## src/rtl/shc_pkg.sv

```systemverilog
// Register map, field layout and carriers of the host status block
`default_nettype none
package shc_pkg;

  // ****************************************************************
  // Register indices (byte address is four times the index)
  // ****************************************************************
  localparam logic [3:0] IDX_HOST_STATUS = 4'h0;
  localparam logic [3:0] IDX_HOST_CONTROL = 4'h2;
  localparam logic [3:0] IDX_BLOCK_DATA = 4'h7;
  localparam logic [3:0] IDX_IRQ_STATUS = 4'h8;
  localparam logic [3:0] IDX_IRQ_CLEAR = 4'h9;
  localparam logic [3:0] IDX_IRQ_ENABLE = 4'hA;

  // ****************************************************************
  // Field positions and reset values
  // ****************************************************************
  localparam int STS_BUSY = 0;
  localparam int STS_DONE = 1;
  localparam int STS_TARGET_ERR = 2;
  localparam int STS_COLLISION = 3;
  localparam int STS_FAILED = 4;
  localparam int CTL_IRQ_EN = 0;
  localparam int CTL_KILL = 1;
  localparam int CTL_CMD_LSB = 2;
  localparam int CTL_LAST_BYTE = 5;
  localparam int CTL_START = 6;
  localparam int CTL_PEC_EN = 7;
  localparam int IEN_SMI_ROUTE = 7;
  localparam logic [7:0] HOST_CONTROL_RESET = 8'h00;
  localparam logic [3:0] IRQ_ENABLE_RESET = 4'h0;
  localparam logic [2:0] CMD_LAST_LEGAL = 3'h6;
  localparam int BUF_DEPTH = 32;
  localparam logic [1:0] RESP_OKAY = 2'h0;
  localparam logic [1:0] RESP_SLVERR = 2'h2;

  // ****************************************************************
  // Carriers
  // ****************************************************************
  typedef struct packed {
    logic       wr;
    logic       rd;
    logic [3:0] idx;
    logic [7:0] wdata;
    logic       wen;
  } shc_req_t;

  typedef struct packed {
    logic done_ok;
    logic collision;
    logic unclaimed;
    logic timeout;
    logic failed;
  } shc_evt_t;

  // Registers live in the low byte of each word, only the low index range is mapped
  function automatic logic reg_hit(input logic [3:0] idx);
    return idx inside {IDX_HOST_STATUS, IDX_HOST_CONTROL, IDX_BLOCK_DATA, IDX_IRQ_STATUS,
                       IDX_IRQ_CLEAR, IDX_IRQ_ENABLE};
  endfunction

endpackage
`default_nettype wire
```

## src/rtl/shc_axil_slave.sv

```systemverilog
// AXI4-Lite slave turning bus transfers into one-cycle register strobes
`default_nettype none
module shc_axil_slave (
  input  wire logic         aclk,
  input  wire logic         aresetn,
  input  wire logic [7:0]   s_axi_awaddr,
  input  wire logic         s_axi_awvalid,
  output logic              s_axi_awready,
  input  wire logic [31:0]  s_axi_wdata,
  input  wire logic [3:0]   s_axi_wstrb,
  input  wire logic         s_axi_wvalid,
  output logic              s_axi_wready,
  output logic [1:0]        s_axi_bresp,
  output logic              s_axi_bvalid,
  input  wire logic         s_axi_bready,
  input  wire logic [7:0]   s_axi_araddr,
  input  wire logic         s_axi_arvalid,
  output logic              s_axi_arready,
  output logic [31:0]       s_axi_rdata,
  output logic [1:0]        s_axi_rresp,
  output logic              s_axi_rvalid,
  input  wire logic         s_axi_rready,
  output shc_pkg::shc_req_t req,
  input  wire logic [7:0]   rd_data,
  input  wire logic         rd_hit
);

  typedef struct packed {
    logic       aw_held;
    logic [7:0] awaddr;
    logic       w_held;
    logic [7:0] wdata;
    logic       wen;
    logic       bvalid;
    logic [1:0] bresp;
    logic       rvalid;
    logic [7:0] rdata;
    logic [1:0] rresp;
  } shc_slv_t;

  shc_slv_t st_q;
  shc_slv_t st_d;

  assign s_axi_awready = !st_q.aw_held && !st_q.bvalid;
  assign s_axi_wready  = !st_q.w_held && !st_q.bvalid;
  // One index is shared, so a read waits out the cycle in which a write fires
  assign s_axi_arready = !st_q.rvalid && !(st_q.aw_held && st_q.w_held && !st_q.bvalid);
  assign s_axi_bvalid  = st_q.bvalid;
  assign s_axi_bresp   = st_q.bresp;
  assign s_axi_rvalid  = st_q.rvalid;
  assign s_axi_rresp   = st_q.rresp;
  assign s_axi_rdata   = {24'h000000, st_q.rdata};

  always_comb begin
    st_d = st_q;
    req  = '0;
    if (s_axi_awvalid && s_axi_awready) begin
      st_d.aw_held = 1'b1;
      st_d.awaddr  = s_axi_awaddr;
    end
    if (s_axi_wvalid && s_axi_wready) begin
      st_d.w_held = 1'b1;
      st_d.wdata  = s_axi_wdata[7:0];
      st_d.wen    = s_axi_wstrb[0];
    end
    // Write fires once both halves are held; the response follows one edge later
    if (st_q.aw_held && st_q.w_held && !st_q.bvalid) begin
      req.wr       = st_q.awaddr[7:6] == 2'h0;
      req.idx      = st_q.awaddr[5:2];
      req.wdata    = st_q.wdata;
      req.wen      = st_q.wen;
      st_d.aw_held = 1'b0;
      st_d.w_held  = 1'b0;
      st_d.bvalid  = 1'b1;
      st_d.bresp   = (req.wr && shc_pkg::reg_hit(req.idx)) ?
                     shc_pkg::RESP_OKAY : shc_pkg::RESP_SLVERR;
    end else if (st_q.bvalid && s_axi_bready) begin
      st_d.bvalid = 1'b0;
    end
    if (s_axi_arvalid && s_axi_arready) begin
      req.rd      = s_axi_araddr[7:6] == 2'h0;
      req.idx     = s_axi_araddr[5:2];
      st_d.rvalid = 1'b1;
      st_d.rdata  = (req.rd && rd_hit) ? rd_data : 8'h00;
      st_d.rresp  = (req.rd && rd_hit) ? shc_pkg::RESP_OKAY : shc_pkg::RESP_SLVERR;
    end else if (st_q.rvalid && s_axi_rready) begin
      st_d.rvalid = 1'b0;
    end
  end

  always_ff @(posedge aclk) begin
    if (!aresetn) begin
      st_q <= '0;
    end else begin
      st_q <= st_d;
    end
  end

endmodule
`default_nettype wire

```

## src/rtl/shc_host_ctrl.sv

```systemverilog
// Host status and control registers of a two-wire management bus host controller
`default_nettype none
// Contract
// - Collision ending a command sets status bit 3; write one clears it.
// - Illegal command, unclaimed cycle or target time-out sets device-error bit 2.
// - Writing one to device-error clears it and drops its interrupt; zero does nothing.
// - Completion bit 1 is set only by a successfully terminated command.
// - Completion flag sets even with interrupt enable clear; then no interrupt.
// - Writing one to completion flag clears it and drops its interrupt.
// - Read-only busy bit 0 is high while a command runs, cleared at completion.
// - Any read of host control resets the 32-byte buffer pointer.
// - Host control is 8 bits at 02h, reset 00h, with RW and WO fields.
// - Status bits set by hardware only, cleared by writing one; zero ignored.
module shc_host_ctrl (
  input  wire logic              aclk,
  input  wire logic              aresetn,
  input  wire logic [7:0]        s_axi_awaddr,
  input  wire logic              s_axi_awvalid,
  output logic                   s_axi_awready,
  input  wire logic [31:0]       s_axi_wdata,
  input  wire logic [3:0]        s_axi_wstrb,
  input  wire logic              s_axi_wvalid,
  output logic                   s_axi_wready,
  output logic [1:0]             s_axi_bresp,
  output logic                   s_axi_bvalid,
  input  wire logic              s_axi_bready,
  input  wire logic [7:0]        s_axi_araddr,
  input  wire logic              s_axi_arvalid,
  output logic                   s_axi_arready,
  output logic [31:0]            s_axi_rdata,
  output logic [1:0]             s_axi_rresp,
  output logic                   s_axi_rvalid,
  input  wire logic              s_axi_rready,
  output logic                   cmd_start,
  output logic                   cmd_kill,
  output logic                   cmd_last_byte,
  output logic [2:0]             command_select_field,
  output logic                   pec_enable,
  input  wire shc_pkg::shc_evt_t engine_evt,
  input  wire logic              engine_byte_valid,
  input  wire logic [7:0]        engine_byte,
  output logic [4:0]             buf_ptr,
  output logic [7:0]             buf_byte,
  output logic                   command_done_flag,
  output logic                   system_mgmt_irq
);

  // ****************************************************************
  // State
  // ****************************************************************
  typedef struct packed {
    logic                                completion_irq_enable;
    logic [2:0]                          cmd_field;
    logic                                pec_en;
    logic                                smi_route;
    logic                                busy;
    logic                                start_p;
    logic                                kill_p;
    logic                                last_p;
    logic [4:0]                          ptr;
    logic [shc_pkg::BUF_DEPTH-1:0][7:0]  buffer;
  } shc_main_t;

  shc_main_t          st_q;
  shc_main_t          st_d;
  shc_pkg::shc_req_t  req;
  logic [7:0]         rd_data;
  logic               rd_hit;
  logic [3:0]         set_ev;
  logic [3:0]         clr;
  logic               en_wr;
  logic [3:0]         flags;
  logic [3:0]         enable;
  logic               irq;
  logic               wr_status;
  logic               wr_control;
  logic               wr_block;
  logic               rd_block;
  logic               start_req;
  logic               illegal_cmd;
  logic               terminate;
  logic [7:0]         status_byte;
  logic [7:0]         control_byte;

  // ****************************************************************
  // Bus slave and interrupt flags
  // ****************************************************************
  shc_axil_slave u_slave (
    .aclk          (aclk),
    .aresetn       (aresetn),
    .s_axi_awaddr  (s_axi_awaddr),
    .s_axi_awvalid (s_axi_awvalid),
    .s_axi_awready (s_axi_awready),
    .s_axi_wdata   (s_axi_wdata),
    .s_axi_wstrb   (s_axi_wstrb),
    .s_axi_wvalid  (s_axi_wvalid),
    .s_axi_wready  (s_axi_wready),
    .s_axi_bresp   (s_axi_bresp),
    .s_axi_bvalid  (s_axi_bvalid),
    .s_axi_bready  (s_axi_bready),
    .s_axi_araddr  (s_axi_araddr),
    .s_axi_arvalid (s_axi_arvalid),
    .s_axi_arready (s_axi_arready),
    .s_axi_rdata   (s_axi_rdata),
    .s_axi_rresp   (s_axi_rresp),
    .s_axi_rvalid  (s_axi_rvalid),
    .s_axi_rready  (s_axi_rready),
    .req           (req),
    .rd_data       (rd_data),
    .rd_hit        (rd_hit)
  );

  shc_irq u_irq (
    .aclk      (aclk),
    .aresetn   (aresetn),
    .set_ev    (set_ev),
    .clr       (clr),
    .en_wr     (en_wr),
    .en_data   (req.wdata[3:0]),
    .done_gate (st_q.completion_irq_enable),
    .flags     (flags),
    .enable    (enable),
    .irq       (irq)
  );

  // ****************************************************************
  // Decode
  // ****************************************************************
  assign wr_status  = req.wr && req.wen && req.idx == shc_pkg::IDX_HOST_STATUS;
  assign wr_control = req.wr && req.wen && req.idx == shc_pkg::IDX_HOST_CONTROL;
  assign wr_block   = req.wr && req.wen && req.idx == shc_pkg::IDX_BLOCK_DATA;
  assign rd_block   = req.rd && req.idx == shc_pkg::IDX_BLOCK_DATA;
  assign en_wr      = req.wr && req.wen && req.idx == shc_pkg::IDX_IRQ_ENABLE;

  // A start while busy is dropped
  assign start_req   = wr_control && req.wdata[shc_pkg::CTL_START] && !st_q.busy;
  assign illegal_cmd = req.wdata[shc_pkg::CTL_CMD_LSB +: 3] > shc_pkg::CMD_LAST_LEGAL;
  assign terminate   = st_q.busy && |engine_evt;

  // ****************************************************************
  // Status events (flag order: done, target error, collision, failed)
  // ****************************************************************
  always_comb begin
    set_ev[0] = st_q.busy && engine_evt.done_ok;
    set_ev[1] = (start_req && illegal_cmd) ||
                (st_q.busy && (engine_evt.unclaimed || engine_evt.timeout));
    set_ev[2] = st_q.busy && engine_evt.collision;
    set_ev[3] = st_q.busy && engine_evt.failed;
  end

  // Write-one clear from host status or the clear register
  always_comb begin
    clr = 4'h0;
    if (wr_status) begin
      clr = req.wdata[shc_pkg::STS_FAILED:shc_pkg::STS_DONE];
    end
    if (req.wr && req.wen && req.idx == shc_pkg::IDX_IRQ_CLEAR) begin
      clr = req.wdata[3:0];
    end
  end

  // ****************************************************************
  // Read data
  // ****************************************************************
  assign status_byte  = {3'h0, flags, st_q.busy};
  assign control_byte = {st_q.pec_en, 2'h0, st_q.cmd_field, 1'b0,
                         st_q.completion_irq_enable};

  always_comb begin
    rd_hit  = shc_pkg::reg_hit(req.idx) && req.idx != shc_pkg::IDX_IRQ_CLEAR;
    unique case (req.idx)
      shc_pkg::IDX_HOST_STATUS:  rd_data = status_byte;
      shc_pkg::IDX_HOST_CONTROL: rd_data = control_byte;
      shc_pkg::IDX_BLOCK_DATA:   rd_data = st_q.buffer[st_q.ptr];
      shc_pkg::IDX_IRQ_STATUS:   rd_data = {4'h0, flags};
      shc_pkg::IDX_IRQ_ENABLE:   rd_data = {st_q.smi_route, 3'h0, enable};
      default:                   rd_data = 8'h00;
    endcase
  end

  // ****************************************************************
  // Control, busy and block buffer
  // ****************************************************************
  always_comb begin
    st_d         = st_q;
    st_d.start_p = 1'b0;
    st_d.kill_p  = 1'b0;
    st_d.last_p  = 1'b0;
    if (wr_control && !st_q.busy) begin
      st_d.completion_irq_enable = req.wdata[shc_pkg::CTL_IRQ_EN];
      st_d.cmd_field             = req.wdata[shc_pkg::CTL_CMD_LSB +: 3];
      st_d.pec_en                = req.wdata[shc_pkg::CTL_PEC_EN];
    end
    // Kill and last-byte must still reach a running command
    if (wr_control) begin
      st_d.kill_p = req.wdata[shc_pkg::CTL_KILL];
      st_d.last_p = req.wdata[shc_pkg::CTL_LAST_BYTE];
    end
    if (en_wr) begin
      st_d.smi_route = req.wdata[shc_pkg::IEN_SMI_ROUTE];
    end
    if (terminate) begin
      st_d.busy = 1'b0;
    end
    if (start_req && !illegal_cmd) begin
      st_d.busy    = 1'b1;
      st_d.start_p = 1'b1;
    end
    // Engine fills the buffer during block reads; software may drain it while busy
    if (engine_byte_valid) begin
      st_d.buffer[st_q.ptr] = engine_byte;
      st_d.ptr              = st_q.ptr + 5'h01;
    end else if (wr_block) begin
      st_d.buffer[st_q.ptr] = req.wdata;
      st_d.ptr              = st_q.ptr + 5'h01;
    end else if (rd_block) begin
      st_d.ptr = st_q.ptr + 5'h01;
    end
    if (req.rd && req.idx == shc_pkg::IDX_HOST_CONTROL) begin
      st_d.ptr = 5'h00;
    end
  end

  always_ff @(posedge aclk) begin
    if (!aresetn) begin
      st_q <= '{completion_irq_enable: shc_pkg::HOST_CONTROL_RESET[shc_pkg::CTL_IRQ_EN],
                cmd_field: shc_pkg::HOST_CONTROL_RESET[shc_pkg::CTL_CMD_LSB +: 3],
                pec_en: shc_pkg::HOST_CONTROL_RESET[shc_pkg::CTL_PEC_EN],
                default: '0};
    end else begin
      st_q <= st_d;
    end
  end

  // ****************************************************************
  // Outputs
  // ****************************************************************
  assign cmd_start            = st_q.start_p;
  assign cmd_kill             = st_q.kill_p;
  assign cmd_last_byte        = st_q.last_p;
  assign command_select_field = st_q.cmd_field;
  assign pec_enable           = st_q.pec_en;
  assign buf_ptr              = st_q.ptr;
  assign buf_byte             = st_q.buffer[st_q.ptr];
  assign command_done_flag                 = irq && !st_q.smi_route;
  assign system_mgmt_irq      = irq && st_q.smi_route;

endmodule
`default_nettype wire

```

## src/rtl/shc_irq.sv

```systemverilog
// Sticky event flags with write-one clear, enable mask and one level interrupt
`default_nettype none
module shc_irq (
  input  wire logic       aclk,
  input  wire logic       aresetn,
  input  wire logic [3:0] set_ev,
  input  wire logic [3:0] clr,
  input  wire logic       en_wr,
  input  wire logic [3:0] en_data,
  input  wire logic       done_gate,
  output logic [3:0]      flags,
  output logic [3:0]      enable,
  output logic            irq
);

  typedef struct packed {
    logic [3:0] flags;
    logic [3:0] enable;
  } shc_irq_st_t;

  shc_irq_st_t st_q;
  shc_irq_st_t st_d;

  always_comb begin
    st_d = st_q;
    // A set in the same cycle as its clear wins, so no event is lost
    st_d.flags = (st_q.flags & ~clr) | set_ev;
    if (en_wr) begin
      st_d.enable = en_data;
    end
  end

  assign flags  = st_q.flags;
  assign enable = st_q.enable;
  // Completion also needs the control enable
  assign irq = |(st_q.flags & st_q.enable & {3'h7, done_gate});

  always_ff @(posedge aclk) begin
    if (!aresetn) begin
      st_q <= '{flags: 4'h0, enable: shc_pkg::IRQ_ENABLE_RESET};
    end else begin
      st_q <= st_d;
    end
  end

endmodule
`default_nettype wire

```

## config.mk

```make
export PLATFORM = sky130hd
export DESIGN_NAME = shc_host_ctrl
export DESIGN_NICKNAME = d
export VERILOG_FILES = /design/src/rtl/shc_pkg.sv /design/src/rtl/shc_axil_slave.sv /design/src/rtl/shc_host_ctrl.sv /design/src/rtl/shc_irq.sv
export SDC_FILE = /design/constraint.sdc
export NUM_CORES = 1
export LEC_CHECK = 0
export ABC_AREA = 1
export BUFFER_PORTS_ARGS = -buffer_cell sky130_fd_sc_hd__buf_2
export CAP_MARGIN = 10
export CORE_MARGIN = 1.5
export CORE_UTILIZATION = 45
export CTS_CLUSTER_DIAMETER = 200
export DETAILED_ROUTE_END_ITERATION = 10
export SLEW_MARGIN = 15
export SYNTH_ARGS = -nofsm -noshare
export SYNTH_HDL_FRONTEND = slang
export SYNTH_SLANG_ARGS = --single-unit
```

## constraint.sdc

```tcl
create_clock -name aclk -period 2.7 [get_ports aclk]
set_clock_uncertainty 0.05 [all_clocks]
set_input_delay 0.675 -clock aclk [delete_from_list [all_inputs] [get_ports aclk]]
set_output_delay 0.675 -clock aclk [all_outputs]
set_load 0.05 [all_outputs]
```

==> results.yml <==
grt:
  grt_antenna_before_repair: 0
  met2_usage_pct: 46.3
  grt_pass1_wl_mm: 74.9
  overflow: 0
  use_met1_pct: 37.3
  gr-max-usage-layer: "met2"
  grt.total_usage_pct: 27.7
  grt_pass1_vias: 13500
  grt_use_met3_pct: 3.82
  grt_max_degree: 73
timing:
  hold_viol: 0
  period_share_pct: 114
  tightestPinTransition_ns: 0.667
  rsz0062_at_grt: "yes"
  finalSetupViolations: 8
  worst_slack_ns: -0.373
  slew_headroom_pct: 55.4
  drv_slew: 0
  min_period_ns: 3.07
  max_freq_mhz: 325
die:
  num_rows: 66
  chipHeight_um: 186
  core_um2: 32800
  die_area_um2: 34600
  initial_utilization_pct: 46.0
  die_x_um: 186
  ios: 136
synth:
  synth.area.top_cells: "dfxtp_1, nor2_1, nand2_1"
  yosysTopAreaCell: "dfxtp_1"
  yosysWarnings: 0
  synth_top_area_share_pct: 40.9
  seq_area_frac_synth_pct: 40.9
  netlist_area_um2: 15100
  synthDistinctLibCells: 38
  synthFlopType: "dfxtp_1"
  synthArstFlopShare_pct: 0
  synth_edf_count: 0
  synth.avg_cell_area_um2: 6.82
  ys_seq_elements: 308
  syn_inst: 2211
critical_path:
  cp_top_family: "buffers and inverters"
  cp.arrival_ns: 2.35
  cp_slowest_cell: "dfxtp_4"
  path_max_fanout: 6
  worstPathRequired_ns: 1.98
  crit_path_start_kind: "register"
  setup.worst_path.end_class: "primary output"
  cp.depth: 11
  reg2reg_depth: 12
  r2r-end: "st_q[104]$_SDFFE_PN0P_"
  cp_cell_sequence: "buf_12 -> buf_16 -> buf_4 -> o21ai_0 -> o22ai_1 -> buf_4 -> nand2_1 -> nand2_2 -> nor2_4 -> nand2_4 -> buf_8"
  r2r-start: "u_slave.st_q[23]$_SDFFE_PP0P_"
  cp-startpoint: "buf_ptr[0]$_SDFFE_PP0P_"
  crit_end: "buf_byte[6]"
  path_common_cell: "buf_4"
  path_buf_inv: 5
  worstSetupPathType: "register to primary output"
  max_stage_delay_ns: 0.41
  ff2ff_setup_slack_ns: 0.28
outcome:
  status: "finished, violations left"
  violations: "setup timing"
detailed_routing:
  via_count: 14600
  drt-initial-drc-count: 1373
  first_pass_iters: 5
  viasPerCell: 5.31
  ant_nets: 0
  routedWlPerCell_um: 17.5
  drc: 0
  wirelength_mm: 48.3
clocking:
  clkTransAtPathRegs_ns: 0.07
  cts-root-buf: "clkbuf_16"
  postCtsHoldBufs: 0
  clock-sinks: 308
  h-tree-depth: 2
  clockBufferDepth: 3
  insertion_delay_ns: 0.53
  cts_tree: "yes"
  numCtsBuffers: 36
place:
  post_dp_cell_area_um2: 16100
  dp.final_hpwl_mm: 28.9
  gp_congestion: 0.867
  port_buffers: 78
  dp_cells: 2660
pwr:
  pwr_density_cell_nw_per_um2: 608
  ir_worst_vdd_mv: 0.450
  leakage_nw: 8.23
flow_run:
  maxCapViolCount: 0
layout:
  antennaDiodeCount: 0
  area_growth_pct: 22.0
  final_cell_area_um2: 18400
  nNetsFinal: 2367
  drive_above_1_share_pct: 17.8
  final_cells: 2756
worst_hold_path:
  hold_class: "primary input to register"
-- cells in the mapped netlist (30+ instances only) --
master and n:
a21oi_1 59, o21ai_1 217, inv_1 70, nand2_1 380, clkinv_4 30, o21ai_0 139
nand2_8 31, buf_4 44, nand3_1 100, dfxtp_1 308, nor2_1 661, clkbuf_1 88
-- timing repair --
action | 4_1_cts | 5_1_grt
cloned | 11 | 6
endpoints found under the setup margin | 8 | 8
setup buffers | 7 | 12
gates resized for setup | 99 | 81
pin swaps | 22 | 33
-- routing by layer --
metal / routed length, um / part of all wire [%]
met1: 21400 / 44
met2: 22800 / 47
met3: 3090 / 6.4
met4: 1040 / 2.2
met5: 0 / 0
-- through the flow --
| step | setup TNS (ns) | utilization [%] | worst slack [ns] | power (mW) | hold WS [ns] |
|---|---|---|---|---|---|
| 4_1_cts | -2.86 | 54.8 | -0.381 | 11.1 | 0.338 |
| 3_3_place_gp | 0 | 49.1 | 0.00510 | 6.00 | 0.382 |
| 5_1_grt | -3.27 | 56.1 | -0.444 | 11.6 | 0.358 |
| 6_report | -2.78 | 56.1 | -0.373 | 11.2 | 0.348 |
| 2_1_floorplan | 0 | - | 0.0258 | 5.61 | 0.375 |
| 3_5_place_dp | 0 | 49.1 | 0.0167 | 6.01 | 0.388 |
-- flip-flops by register name (all words and copies together) (netlist names), 3 cells and up --
| signal | cells |
|---|---|
| st_q | 258 |
| u_slave.st_q | 17 |
| u_slave.s_axi_rdata | 8 |
| buf_ptr | 5 |
| u_irq.enable | 4 |
| u_irq.flags | 4 |
| command_select_field | 3 |
-- cell families after synthesis --
group	Yosys count	share of synthesized area, %
and+or+nand+nor	1203	35.0
AOI/OAI and AO/OA	436	14.7
DFF	308	40.9
other	1	0.0249
buffers and inverters	259	9.01
adders and majority gates	4	0.332
-- worst reg2reg max path: stages, from the launching register on --
cell	delay, ns
dfxtp_1	0.40
nand3_4	0.13
inv_2	0.25
nand2_1	0.13
nand2_2	0.13
nand2_2	0.12
nor2_8	0.13
nand2_4	0.08
nand2_8	0.22
nand2_2	0.23
inv_1	0.25
o21ai_0	0.12
nor2_1	0.11
-- how the worst min path moves through the flow --
stage                                 from                                 to  slack [ns]  depth (start not counted)
finish                        s_axi_rready  u_slave.s_axi_rvalid$_SDFFE_PN0P_        0.35                          3
detailed placement   st_q[71]$_SDFFE_PN0P_              st_q[71]$_SDFFE_PN0P_        0.39                          2
CTS                        s_axi_awaddr[4]      u_slave.st_q[28]$_SDFFE_PN0P_        0.34                          3
floorplan           st_q[103]$_SDFFE_PN0P_             st_q[103]$_SDFFE_PN0P_        0.37                          2
global placement    st_q[103]$_SDFFE_PN0P_             st_q[103]$_SDFFE_PN0P_        0.38                          2
global route                  s_axi_rready  u_slave.s_axi_rvalid$_SDFFE_PN0P_        0.36                          3
-- final cells by class --
class / count / area, um^2
clock buffers: 51 / 1080
clock inverters: 11 / 126
fillers: 3203 / 14400
inverters: 106 / 561
multi-input cells: 1669 / 8120
flip-flops and latches: 308 / 6170
well taps: 442 / 553
repair buffers: 169 / 1770
-- cells in the final DEF (no fill, tap or decap), drive strengths merged --
master    Yosys  routed
ha            4       4
nand2       419     419
dfxtp       308     308
nor4b         1       1
a32o          1       1
nor4          5       5
nand4         7       7
o22ai        16      16
nand3       102     102
o21ai       356     356
a211oi        2       2
a221oi        1       1
buf          65     163
or2           1       1
inv          73      76
a31oi         1       1
a21oi        59      59
clkinvlp      0       3
nor2        663     663
bufinv        0       2
nor3          5       5
clkbuf       88      57
conb          1      26
clkinv       33      36
-- power by group --
group	leakage [nW]	total, mW	internal, mW	switching (mW)
clock	0.587	4.97	2.99	1.98
combinational	5.15	1.57	0.530	1.04
sequential	2.49	4.64	4.60	0.0414
total	8.23	11.2	8.12	3.06
Power figures use the tool's default switching activity.
